`config.mk`:
```
export PLATFORM = sky130hd
export DESIGN_NAME = steering_angle_can_controller_flat
export DESIGN_NICKNAME = d
export VERILOG_FILES = /design/src/steer_pkg.sv /design/src/steer_link_if.sv /design/src/steering_angle_can_controller.sv /design/src/flat_wrapper.sv
export SDC_FILE = /design/constraint.sdc
export NUM_CORES = 1
export LEC_CHECK = 0
export ABC_AREA = 1
export BUFFER_PORTS_ARGS = -buffer_cell sky130_fd_sc_hd__buf_2
export CAP_MARGIN = 5
export CORE_UTILIZATION = 55
export DETAILED_ROUTE_END_ITERATION = 12
export GPL_TIMING_DRIVEN = 0
export PLACE_DENSITY = 0.8
export SYNTH_ARGS = -nofsm -noshare
export SYNTH_HDL_FRONTEND = slang
export SYNTH_SLANG_ARGS = --single-unit
```
`constraint.sdc`:
```
create_clock -name aclk -period 7.8 [get_ports aclk]
set_input_delay 2.34 -clock aclk [delete_from_list [all_inputs] [get_ports aclk]]
set_output_delay 2.34 -clock aclk [all_outputs]
set_load 0.02 [all_outputs]
```
`src/steer_pkg.sv`:
```
// Shared constants of the steering angle reporter and its controller.
// Assumes one 100 MHz clock and frame-level transfer over the link.
`default_nettype none

package steer_pkg;
  // Clock and time base
  localparam int CLK_NS = 10;
  localparam int MS_NS = 1_000_000;
  localparam int MS_CYCLES = MS_NS / CLK_NS;
  localparam int TIMEOUT_MS = 1000;
  // Report periods in ms
  localparam int PER_SHORT_MS = 5;
  localparam int PER_MID_MS = 10;
  localparam int PER_LONG_MS = 20;
  // Frame identifiers
  localparam logic [10:0] RPT_ID = 11'h301;
  localparam logic [10:0] SET_ID = 11'h0c0;
  // Setup codes for bit rate and period
  localparam logic [7:0] CODE_LO = 8'h02;
  localparam logic [7:0] CODE_MID = 8'h03;
  localparam logic [7:0] CODE_HI = 8'h04;
  // Sequence keys
  localparam logic [7:0] OPEN_A = 8'haa;
  localparam logic [7:0] OPEN_B = 8'h55;
  localparam logic [7:0] CLOSE_A = 8'h0f;
  localparam logic [7:0] CLOSE_B = 8'hf0;
  localparam logic [7:0] ZERO_KEY = 8'haa;
  // CRC-16, polynomial x^16+x^15+x^2+1
  localparam logic [15:0] CRC_POLY = 16'h8005;
  localparam logic [15:0] CRC_INIT = 16'h0000;
  // Values after reset
  localparam logic [11:0] ZERO_RESET = 12'h000;
  localparam logic [7:0] COUNT_RESET = 8'h00;
  // Controller register offsets
  localparam logic [7:0] REG_CMD = 8'h00;
  localparam logic [7:0] REG_CFG = 8'h04;
  localparam logic [7:0] REG_STATUS = 8'h08;
  localparam logic [7:0] REG_REPORT = 8'h0c;
  localparam logic [7:0] REG_CHANGE = 8'h10;
  localparam logic [1:0] RESP_OKAY = 2'h0;
  localparam logic [1:0] RESP_SLVERR = 2'h2;

  // CRC over bytes 0..5, byte 0 first, msb first
  function automatic logic [15:0] crc16(input logic [47:0] d);
    logic [15:0] c;
    logic fb;
    c = CRC_INIT;
    for (int i = 0; i < 6; i++)
    begin
      for (int b = 7; b >= 0; b--)
      begin
        fb = c[15] ^ d[8*i+b];
        c = {c[14:0], 1'b0};
        if (fb)
        begin
          c = c ^ CRC_POLY;
        end
      end
    end
    return c;
  endfunction : crc16
endpackage : steer_pkg

`default_nettype wire

```
`src/steer_link_if.sv`:
```
// Frame-level link between sensor and controller.
// Assumes both ends on aclk; data byte 0 sits in bits 7:0.
`timescale 1ns/1ns
`default_nettype none

interface steer_link_if;
  // Report frames, sensor to controller
  logic rpt_valid;
  logic rpt_ready;
  logic [10:0] rpt_id;
  logic [63:0] rpt_data;
  // Setup frames, controller to sensor
  logic set_valid;
  logic set_ready;
  logic [10:0] set_id;
  logic [63:0] set_data;
  // Sensor bus driver enable
  logic drv_en;

  modport device (
    output rpt_valid, rpt_id, rpt_data, set_ready, drv_en,
    input rpt_ready, set_valid, set_id, set_data
  );
  modport controller (
    input rpt_valid, rpt_id, rpt_data, set_ready, drv_en,
    output rpt_ready, set_valid, set_id, set_data
  );
endinterface : steer_link_if

`default_nettype wire

```
`src/steering_angle_can_controller.sv`:
```
// Controller end: AXI4-Lite registers drive the setup sequence.
// Assumes the sensor end on the same aclk across steer_link_if.
//
// Chosen here: the AXI4-Lite slave port and the register offsets.
`timescale 1ns/1ns
`default_nettype none

module steering_angle_can_controller #(
  parameter int unsigned ms_cycles = steer_pkg::MS_CYCLES
) (
  input wire logic aclk,
  input wire logic aresetn,
  input wire logic [7:0] awaddr,
  input wire logic awvalid,
  output logic awready,
  input wire logic [31:0] wdata,
  input wire logic [3:0] wstrb,
  input wire logic wvalid,
  output logic wready,
  output logic [1:0] bresp,
  output logic bvalid,
  input wire logic bready,
  input wire logic [7:0] araddr,
  input wire logic arvalid,
  output logic arready,
  output logic [31:0] rdata,
  output logic [1:0] rresp,
  output logic rvalid,
  input wire logic rready,
  steer_link_if.controller link
);

  typedef enum logic [2:0] {
    C_IDLE = 3'b000,
    C_SEND1 = 3'b001,
    C_WACK = 3'b010,
    C_SEND2 = 3'b011,
    C_WDONE = 3'b100
  } ctrl_t;

  ctrl_t state, next_state;
  logic [31:0] ms_cnt, next_ms_cnt;
  logic [9:0] to_cnt, next_to_cnt;
  logic set_valid, next_set_valid;
  logic [63:0] set_data, next_set_data;
  logic [7:0] cfg_rate, next_cfg_rate, cfg_per, next_cfg_per;
  logic cfg_zero, next_cfg_zero, done, next_done, fail, next_fail;
  logic [11:0] rep_angle, next_rep_angle;
  logic [7:0] rep_count, next_rep_count;
  logic [15:0] rep_change, next_rep_change;
  logic rep_stat, next_rep_stat;
  logic aw_hold, next_aw_hold, w_hold, next_w_hold;
  logic [7:0] aw_addr, next_aw_addr, wa;
  logic [31:0] w_data, next_w_data, wd;
  logic [3:0] w_strb, next_w_strb, ws;
  logic next_bvalid, next_rvalid;
  logic [1:0] next_bresp, next_rresp;
  logic [31:0] next_rdata;
  logic ms_tick, timeout, rx_ok, have_aw, have_w;

  // Setup frame with given sequence keys
  function automatic logic [63:0] setup_frame(input logic [7:0] rate, input logic [7:0] per,
    input logic zero, input logic [7:0] ka, input logic [7:0] kb);
    logic [47:0] b;
    b = {kb, ka, 8'h00, zero ? steer_pkg::ZERO_KEY : 8'h00, per, rate};
    return {steer_pkg::crc16(b), b};
  endfunction : setup_frame

  ////////////////////////////////////////////////////////////////////////
  // Events
  assign ms_tick = (ms_cnt == ms_cycles - 1);
  assign timeout = ms_tick && (to_cnt == 10'(steer_pkg::TIMEOUT_MS - 1));
  assign rx_ok = link.rpt_valid && (link.rpt_id == steer_pkg::RPT_ID)
    && (steer_pkg::crc16(link.rpt_data[47:0]) == link.rpt_data[63:48]);
  assign have_aw = aw_hold || (awvalid && awready);
  assign have_w = w_hold || (wvalid && wready);
  assign wa = aw_hold ? aw_addr : awaddr;
  assign wd = w_hold ? w_data : wdata;
  assign ws = w_hold ? w_strb : wstrb;

  ////////////////////////////////////////////////////////////////////////
  // Next values of sequence, report capture and bus slave
  always_comb
  begin
    next_state = state;
    next_ms_cnt = ms_tick ? 32'h0000_0000 : ms_cnt + 32'h0000_0001;
    next_to_cnt = (ms_tick && state != C_IDLE) ? to_cnt + 10'd1 : to_cnt;
    next_set_valid = set_valid;
    next_set_data = set_data;
    next_cfg_rate = cfg_rate;
    next_cfg_per = cfg_per;
    next_cfg_zero = cfg_zero;
    next_done = done;
    next_fail = fail;
    next_rep_angle = rep_angle;
    next_rep_count = rep_count;
    next_rep_change = rep_change;
    next_rep_stat = rep_stat;
    next_aw_hold = aw_hold;
    next_aw_addr = aw_addr;
    next_w_hold = w_hold;
    next_w_data = w_data;
    next_w_strb = w_strb;
    next_bvalid = bvalid && !bready;
    next_bresp = bresp;
    next_rvalid = rvalid && !rready;
    next_rresp = rresp;
    next_rdata = rdata;
    // Latest good report
    if (rx_ok)
    begin
      next_rep_angle = link.rpt_data[11:0];
      next_rep_count = link.rpt_data[23:16];
      next_rep_change = link.rpt_data[39:24];
      next_rep_stat = link.rpt_data[40];
    end
    // Setup sequence
    case (state)
      C_IDLE: next_state = C_IDLE;
      C_SEND1, C_SEND2:
      begin
        if (set_valid && link.set_ready)
        begin
          next_set_valid = 1'b0;
          next_to_cnt = 10'd0;
          next_state = (state == C_SEND1) ? C_WACK : C_WDONE;
        end
      end
      C_WACK:
      begin
        if (rx_ok && !link.rpt_data[40])
        begin
          next_set_valid = 1'b1;
          next_set_data = setup_frame(cfg_rate, cfg_per, cfg_zero,
            steer_pkg::CLOSE_A, steer_pkg::CLOSE_B);
          next_state = C_SEND2;
        end
        else if (timeout)
        begin
          next_fail = 1'b1;
          next_state = C_IDLE;
        end
      end
      C_WDONE:
      begin
        if (rx_ok && link.rpt_data[40])
        begin
          next_done = 1'b1;
          next_state = C_IDLE;
        end
        else if (timeout)
        begin
          next_fail = 1'b1;
          next_state = C_IDLE;
        end
      end
      default: next_state = C_IDLE;
    endcase
    // Write channel: address and data in either order
    if (have_aw && have_w)
    begin
      next_aw_hold = 1'b0;
      next_w_hold = 1'b0;
      next_bvalid = 1'b1;
      next_bresp = (wa > steer_pkg::REG_CHANGE || wa[1:0] != 2'h0) ?
        steer_pkg::RESP_SLVERR : steer_pkg::RESP_OKAY;
      if (wa == steer_pkg::REG_CFG)
      begin
        next_cfg_rate = ws[0] ? wd[7:0] : cfg_rate;
        next_cfg_per = ws[1] ? wd[15:8] : cfg_per;
        next_cfg_zero = ws[2] ? wd[16] : cfg_zero;
      end
      if (wa == steer_pkg::REG_CMD && ws[0] && wd[0] && state == C_IDLE)
      begin
        next_done = 1'b0;
        next_fail = 1'b0;
        next_set_valid = 1'b1;
        next_set_data = setup_frame(cfg_rate, cfg_per, cfg_zero,
          steer_pkg::OPEN_A, steer_pkg::OPEN_B);
        next_state = C_SEND1;
      end
    end
    else
    begin
      if (awvalid && awready)
      begin
        next_aw_hold = 1'b1;
        next_aw_addr = awaddr;
      end
      if (wvalid && wready)
      begin
        next_w_hold = 1'b1;
        next_w_data = wdata;
        next_w_strb = wstrb;
      end
    end
    // Read channel
    if (arvalid && arready)
    begin
      next_rvalid = 1'b1;
      next_rresp = steer_pkg::RESP_OKAY;
      case (araddr)
        steer_pkg::REG_CMD: next_rdata = {31'h0000_0000, state != C_IDLE};
        steer_pkg::REG_CFG: next_rdata = {15'h0000, cfg_zero, cfg_per, cfg_rate};
        steer_pkg::REG_STATUS:
          next_rdata = {27'h000_0000, link.drv_en, rep_stat, fail, done, state != C_IDLE};
        steer_pkg::REG_REPORT: next_rdata = {8'h00, rep_count, 4'h0, rep_angle};
        steer_pkg::REG_CHANGE: next_rdata = {16'h0000, rep_change};
        default:
        begin
          next_rdata = 32'h0000_0000;
          next_rresp = steer_pkg::RESP_SLVERR;
        end
      endcase
    end
  end

  ////////////////////////////////////////////////////////////////////////
  // Registers
  always_ff @(posedge aclk)
  begin
    if (!aresetn)
    begin
      state <= C_IDLE;
      ms_cnt <= 32'h0000_0000;
      to_cnt <= 10'd0;
      set_valid <= 1'b0;
      set_data <= 64'h0000_0000_0000_0000;
      cfg_rate <= steer_pkg::CODE_MID;
      cfg_per <= steer_pkg::CODE_MID;
      cfg_zero <= 1'b0;
      done <= 1'b0;
      fail <= 1'b0;
      rep_angle <= steer_pkg::ZERO_RESET;
      rep_count <= steer_pkg::COUNT_RESET;
      rep_change <= 16'h0000;
      rep_stat <= 1'b0;
      aw_hold <= 1'b0;
      aw_addr <= 8'h00;
      w_hold <= 1'b0;
      w_data <= 32'h0000_0000;
      w_strb <= 4'h0;
      bvalid <= 1'b0;
      bresp <= steer_pkg::RESP_OKAY;
      rvalid <= 1'b0;
      rresp <= steer_pkg::RESP_OKAY;
      rdata <= 32'h0000_0000;
    end
    else
    begin
      state <= next_state;
      ms_cnt <= next_ms_cnt;
      to_cnt <= next_to_cnt;
      set_valid <= next_set_valid;
      set_data <= next_set_data;
      cfg_rate <= next_cfg_rate;
      cfg_per <= next_cfg_per;
      cfg_zero <= next_cfg_zero;
      done <= next_done;
      fail <= next_fail;
      rep_angle <= next_rep_angle;
      rep_count <= next_rep_count;
      rep_change <= next_rep_change;
      rep_stat <= next_rep_stat;
      aw_hold <= next_aw_hold;
      aw_addr <= next_aw_addr;
      w_hold <= next_w_hold;
      w_data <= next_w_data;
      w_strb <= next_w_strb;
      bvalid <= next_bvalid;
      bresp <= next_bresp;
      rvalid <= next_rvalid;
      rresp <= next_rresp;
      rdata <= next_rdata;
    end
  end

  // Handshake and link outputs
  assign awready = !aw_hold && !bvalid;
  assign wready = !w_hold && !bvalid;
  assign arready = !rvalid;
  assign link.rpt_ready = 1'b1;
  assign link.set_valid = set_valid;
  assign link.set_id = steer_pkg::SET_ID;
  assign link.set_data = set_data;

endmodule : steering_angle_can_controller

`default_nettype wire

```
`src/flat_wrapper.sv`:
```
// flat-port wrapper written by rule: the top's interface ports become plain ports
module steering_angle_can_controller_flat 
#(
  parameter int unsigned ms_cycles = steer_pkg::MS_CYCLES
)
  (aclk, aresetn, awaddr, awvalid, awready, wdata, wstrb, wvalid, wready, bresp, bvalid, bready, araddr, arvalid, arready, rdata, rresp, rvalid, rready, link_rpt_valid, link_rpt_id, link_rpt_data, link_set_ready, link_drv_en, link_rpt_ready, link_set_valid, link_set_id, link_set_data);
  steer_link_if link_i ();
  input wire logic aclk;
  input wire logic aresetn;
  input wire logic [7:0] awaddr;
  input wire logic awvalid;
  output logic awready;
  input wire logic [31:0] wdata;
  input wire logic [3:0] wstrb;
  input wire logic wvalid;
  output logic wready;
  output logic [1:0] bresp;
  output logic bvalid;
  input wire logic bready;
  input wire logic [7:0] araddr;
  input wire logic arvalid;
  output logic arready;
  output logic [31:0] rdata;
  output logic [1:0] rresp;
  output logic rvalid;
  input wire logic rready;
  input wire logic [$bits(link_i.rpt_valid)-1:0] link_rpt_valid;
  input wire logic [$bits(link_i.rpt_id)-1:0] link_rpt_id;
  input wire logic [$bits(link_i.rpt_data)-1:0] link_rpt_data;
  input wire logic [$bits(link_i.set_ready)-1:0] link_set_ready;
  input wire logic [$bits(link_i.drv_en)-1:0] link_drv_en;
  output wire logic [$bits(link_i.rpt_ready)-1:0] link_rpt_ready;
  output wire logic [$bits(link_i.set_valid)-1:0] link_set_valid;
  output wire logic [$bits(link_i.set_id)-1:0] link_set_id;
  output wire logic [$bits(link_i.set_data)-1:0] link_set_data;
  assign link_i.rpt_valid = link_rpt_valid;
  assign link_i.rpt_id = link_rpt_id;
  assign link_i.rpt_data = link_rpt_data;
  assign link_i.set_ready = link_set_ready;
  assign link_i.drv_en = link_drv_en;
  assign link_rpt_ready = link_i.rpt_ready;
  assign link_set_valid = link_i.set_valid;
  assign link_set_id = link_i.set_id;
  assign link_set_data = link_i.set_data;
  steering_angle_can_controller #(.ms_cycles(ms_cycles)) u_core (.aclk(aclk), .aresetn(aresetn), .awaddr(awaddr), .awvalid(awvalid), .awready(awready), .wdata(wdata), .wstrb(wstrb), .wvalid(wvalid), .wready(wready), .bresp(bresp), .bvalid(bvalid), .bready(bready), .araddr(araddr), .arvalid(arvalid), .arready(arready), .rdata(rdata), .rresp(rresp), .rvalid(rvalid), .rready(rready), .link(link_i));
endmodule
```
; ---- Word level (Yosys, flattened, before mapping)
; Cells that the tools add are included.
[op_classes]
mux = 370
n_bitwise = 236
addsub = 2
n_lt_le_gt_ge = 1
reduce_logical = 42
n_eq_ne = 13
[op_table]
columns = operator, n
row1 = $mux 16, 331
row2 = $not 3->3, 141
row3 = $mux 64, 4
row4 = $pmux 24 s5, 1
row5 = $xor 1x1->1, 93
row6 = $add 32x1->32 const B, 1
row7 = $eq 32x17->1 const B, 1
row8 = $mux 10, 3
row9 = $mux 3, 8
row10 = $logic_and 1x1->1, 18
row11 = $mux 17, 1
row12 = $eq 16x16->1, 1
row13 = $eq 8x3->1 const B, 2
row14 = $eq 8x4->1 const B, 2
row15 = $logic_not 8->1, 2
row16 = $mux 8, 2
row17 = $mux 1, 15
row18 = $eq 11x10->1 const B, 1
row19 = $add 10x1->10 const B, 1
row20 = $eq 10x10->1 const B, 1
row21 = $pmux 3 s3, 1
row22 = $reduce_and 3->1, 3
row23 = $eq 8x5->1 const B, 1
row24 = $gt 8x5->1 const B, 1
row25 = 14 further kinds, 29
[word_totals]
out_inout_bits = 118
wordCells = 688
register_bits = 234
input_bits = 137

; ---- Logic depth before layout (Yosys ltp)
[depth]
ltp_word = 290
ltp_mapped = 59
ltp_nobuf = 57

; ---- Worst setup path before layout
; OpenSTA, ideal clock, no wires.
[synth_timing]
path_type = in2reg
start = input port link_rpt_data[12]
end = register u_core.set_data[52] (netlist: u_core.link.set_data[52])
setup_time_ns = 0.109
required_time_ns = 7.691
path_buffers = 2
setup_slack_ns = 0.891
t_arrival_ns = 6.800
path_stages = 52
cell_sequence = inv_1 -> nand2_1 -> nand2_1 -> xor2_1 -> xnor2_1 -> inv_1 -> nand2_2 -> nand2_2 -> nand2_2 -> nand2_1 -> nand2_2 -> nand3_2 -> nand2_4 -> nand2_1 -> nand3_2 -> nand2_2 -> nand2_2 -> nand3_2 -> (+16 left out) -> nand3_1 -> nand3_2 -> nand2_2 -> nand2_2 -> nand2_4 -> nand2_2 -> nand3_1 -> nand3_1 -> nor2_2 -> nand2_2 -> nor2_8 -> nand3_4 -> buf_6 -> buf_6 -> nand2_1 -> nand3_1 -> nand2_1 -> inv_1
[synth_via]
elab_chain_len = 81
word_cells_on_any_way = 116
cone_classes = eq/ne: 1 / mux: 41 / bitwise: 72 / reduce/logical: 2
[synth_rtl]
columns = item, line_no
row1 = start: declaration, flat_wrapper.sv:29  ; input wire logic [$bits(link_i.rpt_data)-1:0] link_rpt_data;
row2 = $xor 1x1->1 *, steer_pkg.sv:52  ; fb = c[15] ^ d[8*i+b];
row3 = $mux 16 *, steer_pkg.sv:54  ; if (fb)
row4 = $xor 1x1->1, steer_pkg.sv:52
row5 = $mux 16 *, steer_pkg.sv:54
row6 = $xor 1x1->1, steer_pkg.sv:52
row7 = $mux 16 *, steer_pkg.sv:54
row8 = $xor 1x1->1, steer_pkg.sv:52
row9 = $mux 16 *, steer_pkg.sv:54
row10 = (+65 left out), -
row11 = $mux 16 *, steer_pkg.sv:54
row12 = $eq 16x16->1 *, steering_angle_can_controller.sv:74  ; && (steer_pkg::crc16(link.rpt_data[47:0]) == link.rpt_data[63:48]);
row13 = $logic_and 1x1->1 *, steering_angle_can_controller.sv:74
row14 = $logic_and 1x1->1 *, steering_angle_can_controller.sv:131  ; if (rx_ok && !link.rpt_data[40])
row15 = $mux 64 *, steering_angle_can_controller.sv:131
row16 = $mux 64 *, steering_angle_can_controller.sv:118  ; case (state)
row17 = $mux 64, steering_angle_can_controller.sv:173  ; if (wa == steer_pkg::REG_CMD && ws[0] && wd[0] && state == C_IDLE)
row18 = $mux 64 *, steering_angle_can_controller.sv:160  ; if (have_aw && have_w)
row19 = end signal: assignment, steering_angle_can_controller.sv:255  ; set_data <= next_set_data;
row20 = end: declaration, steering_angle_can_controller.sv:45  ; logic [63:0] set_data, next_set_data;
; Every way passes the cells marked *; elsewhere a longest branch is shown, timed or not.
; A chain may end at the register's enable or synchronous reset.

; ---- Final worst setup path
[layout_timing]
start = input port link_rpt_data[12]
end = register u_core.set_data[37] (netlist: u_core.link.set_data[37])
; The elaborated chain is that of the path after synthesis.

==> impl_results.md <==
* VDD IR max at 0.180 mV
* GRT overflow at 0
* Adder-Cell Fraction of Synth Area at 0.211%
* Num rows at 53
* CTS tree: done
* Port Buffers at 216
* DRC at 0
* Final setup viols at 0
* Reg2reg path depth at 23
* Clock Skews at 16.4 ps
* Cts bufs inserted at 23
* Post-synth ARST share at 0%
* Ys flop type: dfxtp_1
* End of the critical path: u_core.link.set_data[37]$_SDFF_PN0_
* Synth area leaders: dfxtp_1 38%, nand2_1 10%, xor2_1 7.8%
* Most used cell along the critical path: nand2_2
* Pre-Repair DR Iteration Count at 5
* Max-Cap Viols at 0
* Area growth from synthesis to layout at 22.0%
* Fin. Hold Viols at 0
* Worst setup SP type: primary input
* WL/cell at 15.6 um
* Synth top area share at 37.8%
* Hold_ws at 435 ps
* Die ar. at about 0.022 mm2
* Dpl hpwl at 26100 um
* Die H at 149 um
* Synth Area per Inst at 7.07 um2
* IO Count at roughly 260
* Pin count of the biggest net entering global routing at 15
* Worst slew margin at 44.2%
* Fin crit period at roughly 7400 ps
* Worst-path clk slew at 60 ps
* Synth Instances at ~1700
* Pleak at ~7 nW
* ANT nets after route at 0
* Slew @ Worst Pin at 837 ps
* GRT Overall Usage at 30.6%
* Ys Warns at 0
* EDFF count, synth at 0
* Cell variety after synth at 48
* Clk_lat worst skew at 520 ps
* Sink Count at 224
* Core Region at 0.0211 mm2
* Status: finished, final reports clean
* GPL Wtd Cong at 0.955
* Vias in the first global route at 11268
* Netlist Area Pre-Place at 0.0119 mm2
* Nets@finish at 2087
* CP peak stage delay at 240 ps
* H-tree lvl count at 1
* Root Driver: clkbuf_16
* Fin crit share at 95.1%
* Worst Setup SP: link_rpt_data[12]
* Setup TNS at 0 ps
* Routed via count at 12039
* Vias per inst at 5.37
* Proportion of layout cells with a drive suffix above 1 at 19.5%
* Pwr Density at 288 mW/mm2
* Flops & latches, synth at between 200 and 250
* Hold/Removal Path Class: reg2reg
* Worst Setup End Kind: register
* Slowest library cell on the worst path: nor2_8
* Antenna violations before repair at 3
* Post-Synth Simple-Gate Area at 25.5%
* Critical path type: in2reg
* Fin util at 68.7%
* Reg2reg start: u_core.cfg_per[4]$_SDFFE_PN0P_
* Worst R2R Setup Slack at 2700 ps
* Largest family of logic cells by synthesized area: simple AND/OR/NAND/NOR gates
* Power Total at approximately 0.0042 W
* Longest Clk Path Bufs at 3
* Mux contribution to synthesized area at 0.169%
* Critical path peak fanout at 10
* Initial Util at around 56%
* Yosys top cell by area: dfxtp_1
* Post-CTS Hold Fix Bufs at 0
* Worst r2r dst: u_core.link.set_data[63]$_SDFF_PN0_
* Iteration-0 DRC Markers at between 700 and 800
* Die W at 149 um
* Sequential-to-total area share from yosys stat at 37.8%
* Max Slew Vio Count at 0
* Total Wirelength at about 35000 um
* FMAX at 0.135 GHz
* Post-synthesis xor/xnor area fraction at 11.8%
* Post-synthesis compound-gate area fraction at 14.3%
* Global-route wire length before repair at 54500 um
* Req. time, crit path at 8170 ps
* Worst EP arrival at about 8000 ps
## repair_timing
action / in CTS / in global routing
buffers inserted: 0 / 7
endpoints found under the setup margin: 0 / 107
resized for setup: 0 / 54
## worst max-delay path: cells and delay by family
kind / cells / cell delay (ps)
compound gates: 1 / 60
buf+inv: 5 / 660
simple gates: 45 / 4270
xor+xnor: 2 / 390
## cell families after synthesis
| group | after synthesis |
|---|---|
| flip-flops | 224 |
| multiplexers | 2 |
| adder cells (fa/ha/maj) | 2 |
| buffers and inverters | 293 |
| AND/OR/NAND/NOR | 691 |
| XOR/XNOR | 160 |
| other | 2 |
| AO/OA/AOI/OAI | 305 |
## synthesized netlist by cell type (all sizes together) (3+ instances only)
master / count
nor4: 8
o211ai: 3
nand4: 26
or2: 6
xnor2: 54
a211oi: 32
nand2: 345
nand3b: 4
o21ai: 124
o221ai: 5
o21a: 4
o22ai: 7
inv: 205
nor2: 186
buf: 39
dfxtp: 224
a31oi: 3
nor3: 22
o2111ai: 4
nand3: 88
nor3b: 3
xor2: 106
clkbuf: 47
a21oi: 116
## per-stage QoR
| stage | cell area [um2] | setup WS (ps) | std cells |
|---|---|---|---|
| after detailed placement | 13400 | -121 | 2190 |
| after CTS | 14200 | 393 | 2231 |
| final | 14500 | 383 | 2241 |
| after global placement | 13400 | 68.0 | 2190 |
| after global routing | 14500 | -172 | 2240 |
| after floorplan | 12000 | 891 | 1699 |
## metal layers
metal	GRT usage [%]	wire length (um)	vias to the layer above
met5	0	25	-
met4	13.5	1360	4
met3	5.29	3060	98
met2	52.0	16600	518
met1	37.9	14000	5520
li1	-	-	5899
## registers in the layout (all words and copies together) (netlist names), 3 cells and up
name                  count
u_core.link.set_data     64
u_core.ms_cnt            32
u_core.rdata             24
u_core.w_data            17
u_core.rep_change        16
u_core.rep_angle         12
u_core.to_cnt            10
u_core.aw_addr            8
u_core.cfg_per            8
u_core.cfg_rate           8
u_core.rep_count          8
u_core.state              3
u_core.w_strb             3
## area by class of cell
cell class	instances	area, um2
clock buffers	32	669
plain buffers	86	440
fillers	1802	6600
well taps	275	344
clock inverters	9	128
flip-flops and latches	224	4480
diodes	2	5.00
multi-input cells	1182	6480
repair buffers	224	1160
inverters	207	777
## worst min path at each step
stage,from,end,depth (start not counted),slack [ps]
2_1_floorplan,u_core.ms_cnt[0]$_SDFF_PP0_,u_core.ms_cnt[0]$_SDFF_PP0_,1,420
3_3_place_gp,u_core.link.set_data[43]$_SDFF_PN0_,u_core.link.set_data[43]$_SDFF_PN0_,2,420
3_5_place_dp,u_core.link.set_data[25]$_SDFF_PN0_,u_core.link.set_data[25]$_SDFF_PN0_,2,430
4_1_cts,u_core.link.set_data[25]$_SDFF_PN0_,u_core.link.set_data[25]$_SDFF_PN0_,2,440
5_1_grt,u_core.link.set_data[16]$_SDFF_PN0_,u_core.link.set_data[16]$_SDFF_PN0_,2,450
6_report,u_core.link.set_data[25]$_SDFF_PN0_,u_core.link.set_data[25]$_SDFF_PN0_,2,430
## power breakdown
part,internal (W),leakage (nW),switching (W),total (W)
Combinational,0.000648,4.59,0.00119,0.00184
Clock,0.000698,0.397,0.000457,0.00116
Sequential,0.00117,1.81,0.0000136,0.00118
## cell usage in the layout (no fill, tap or decap), types with 8 or more instances in the layout
master       n
nand2_1    314
buf_2      225
dfxtp_1    224
inv_1      200
nor2_1     183
o21ai_0    119
a21oi_1    114
xor2_1     105
nand3_1     56
xnor2_1     52
clkbuf_1    46
a211oi_1    32
buf_4       29
nand4_1     26
nand3_2     25
clkbuf_16   24
nand2_2     22
nor3_1      22
conb_1      22
nand2_4      9
nor4_1       8
(Power assumes the default switching activity.)
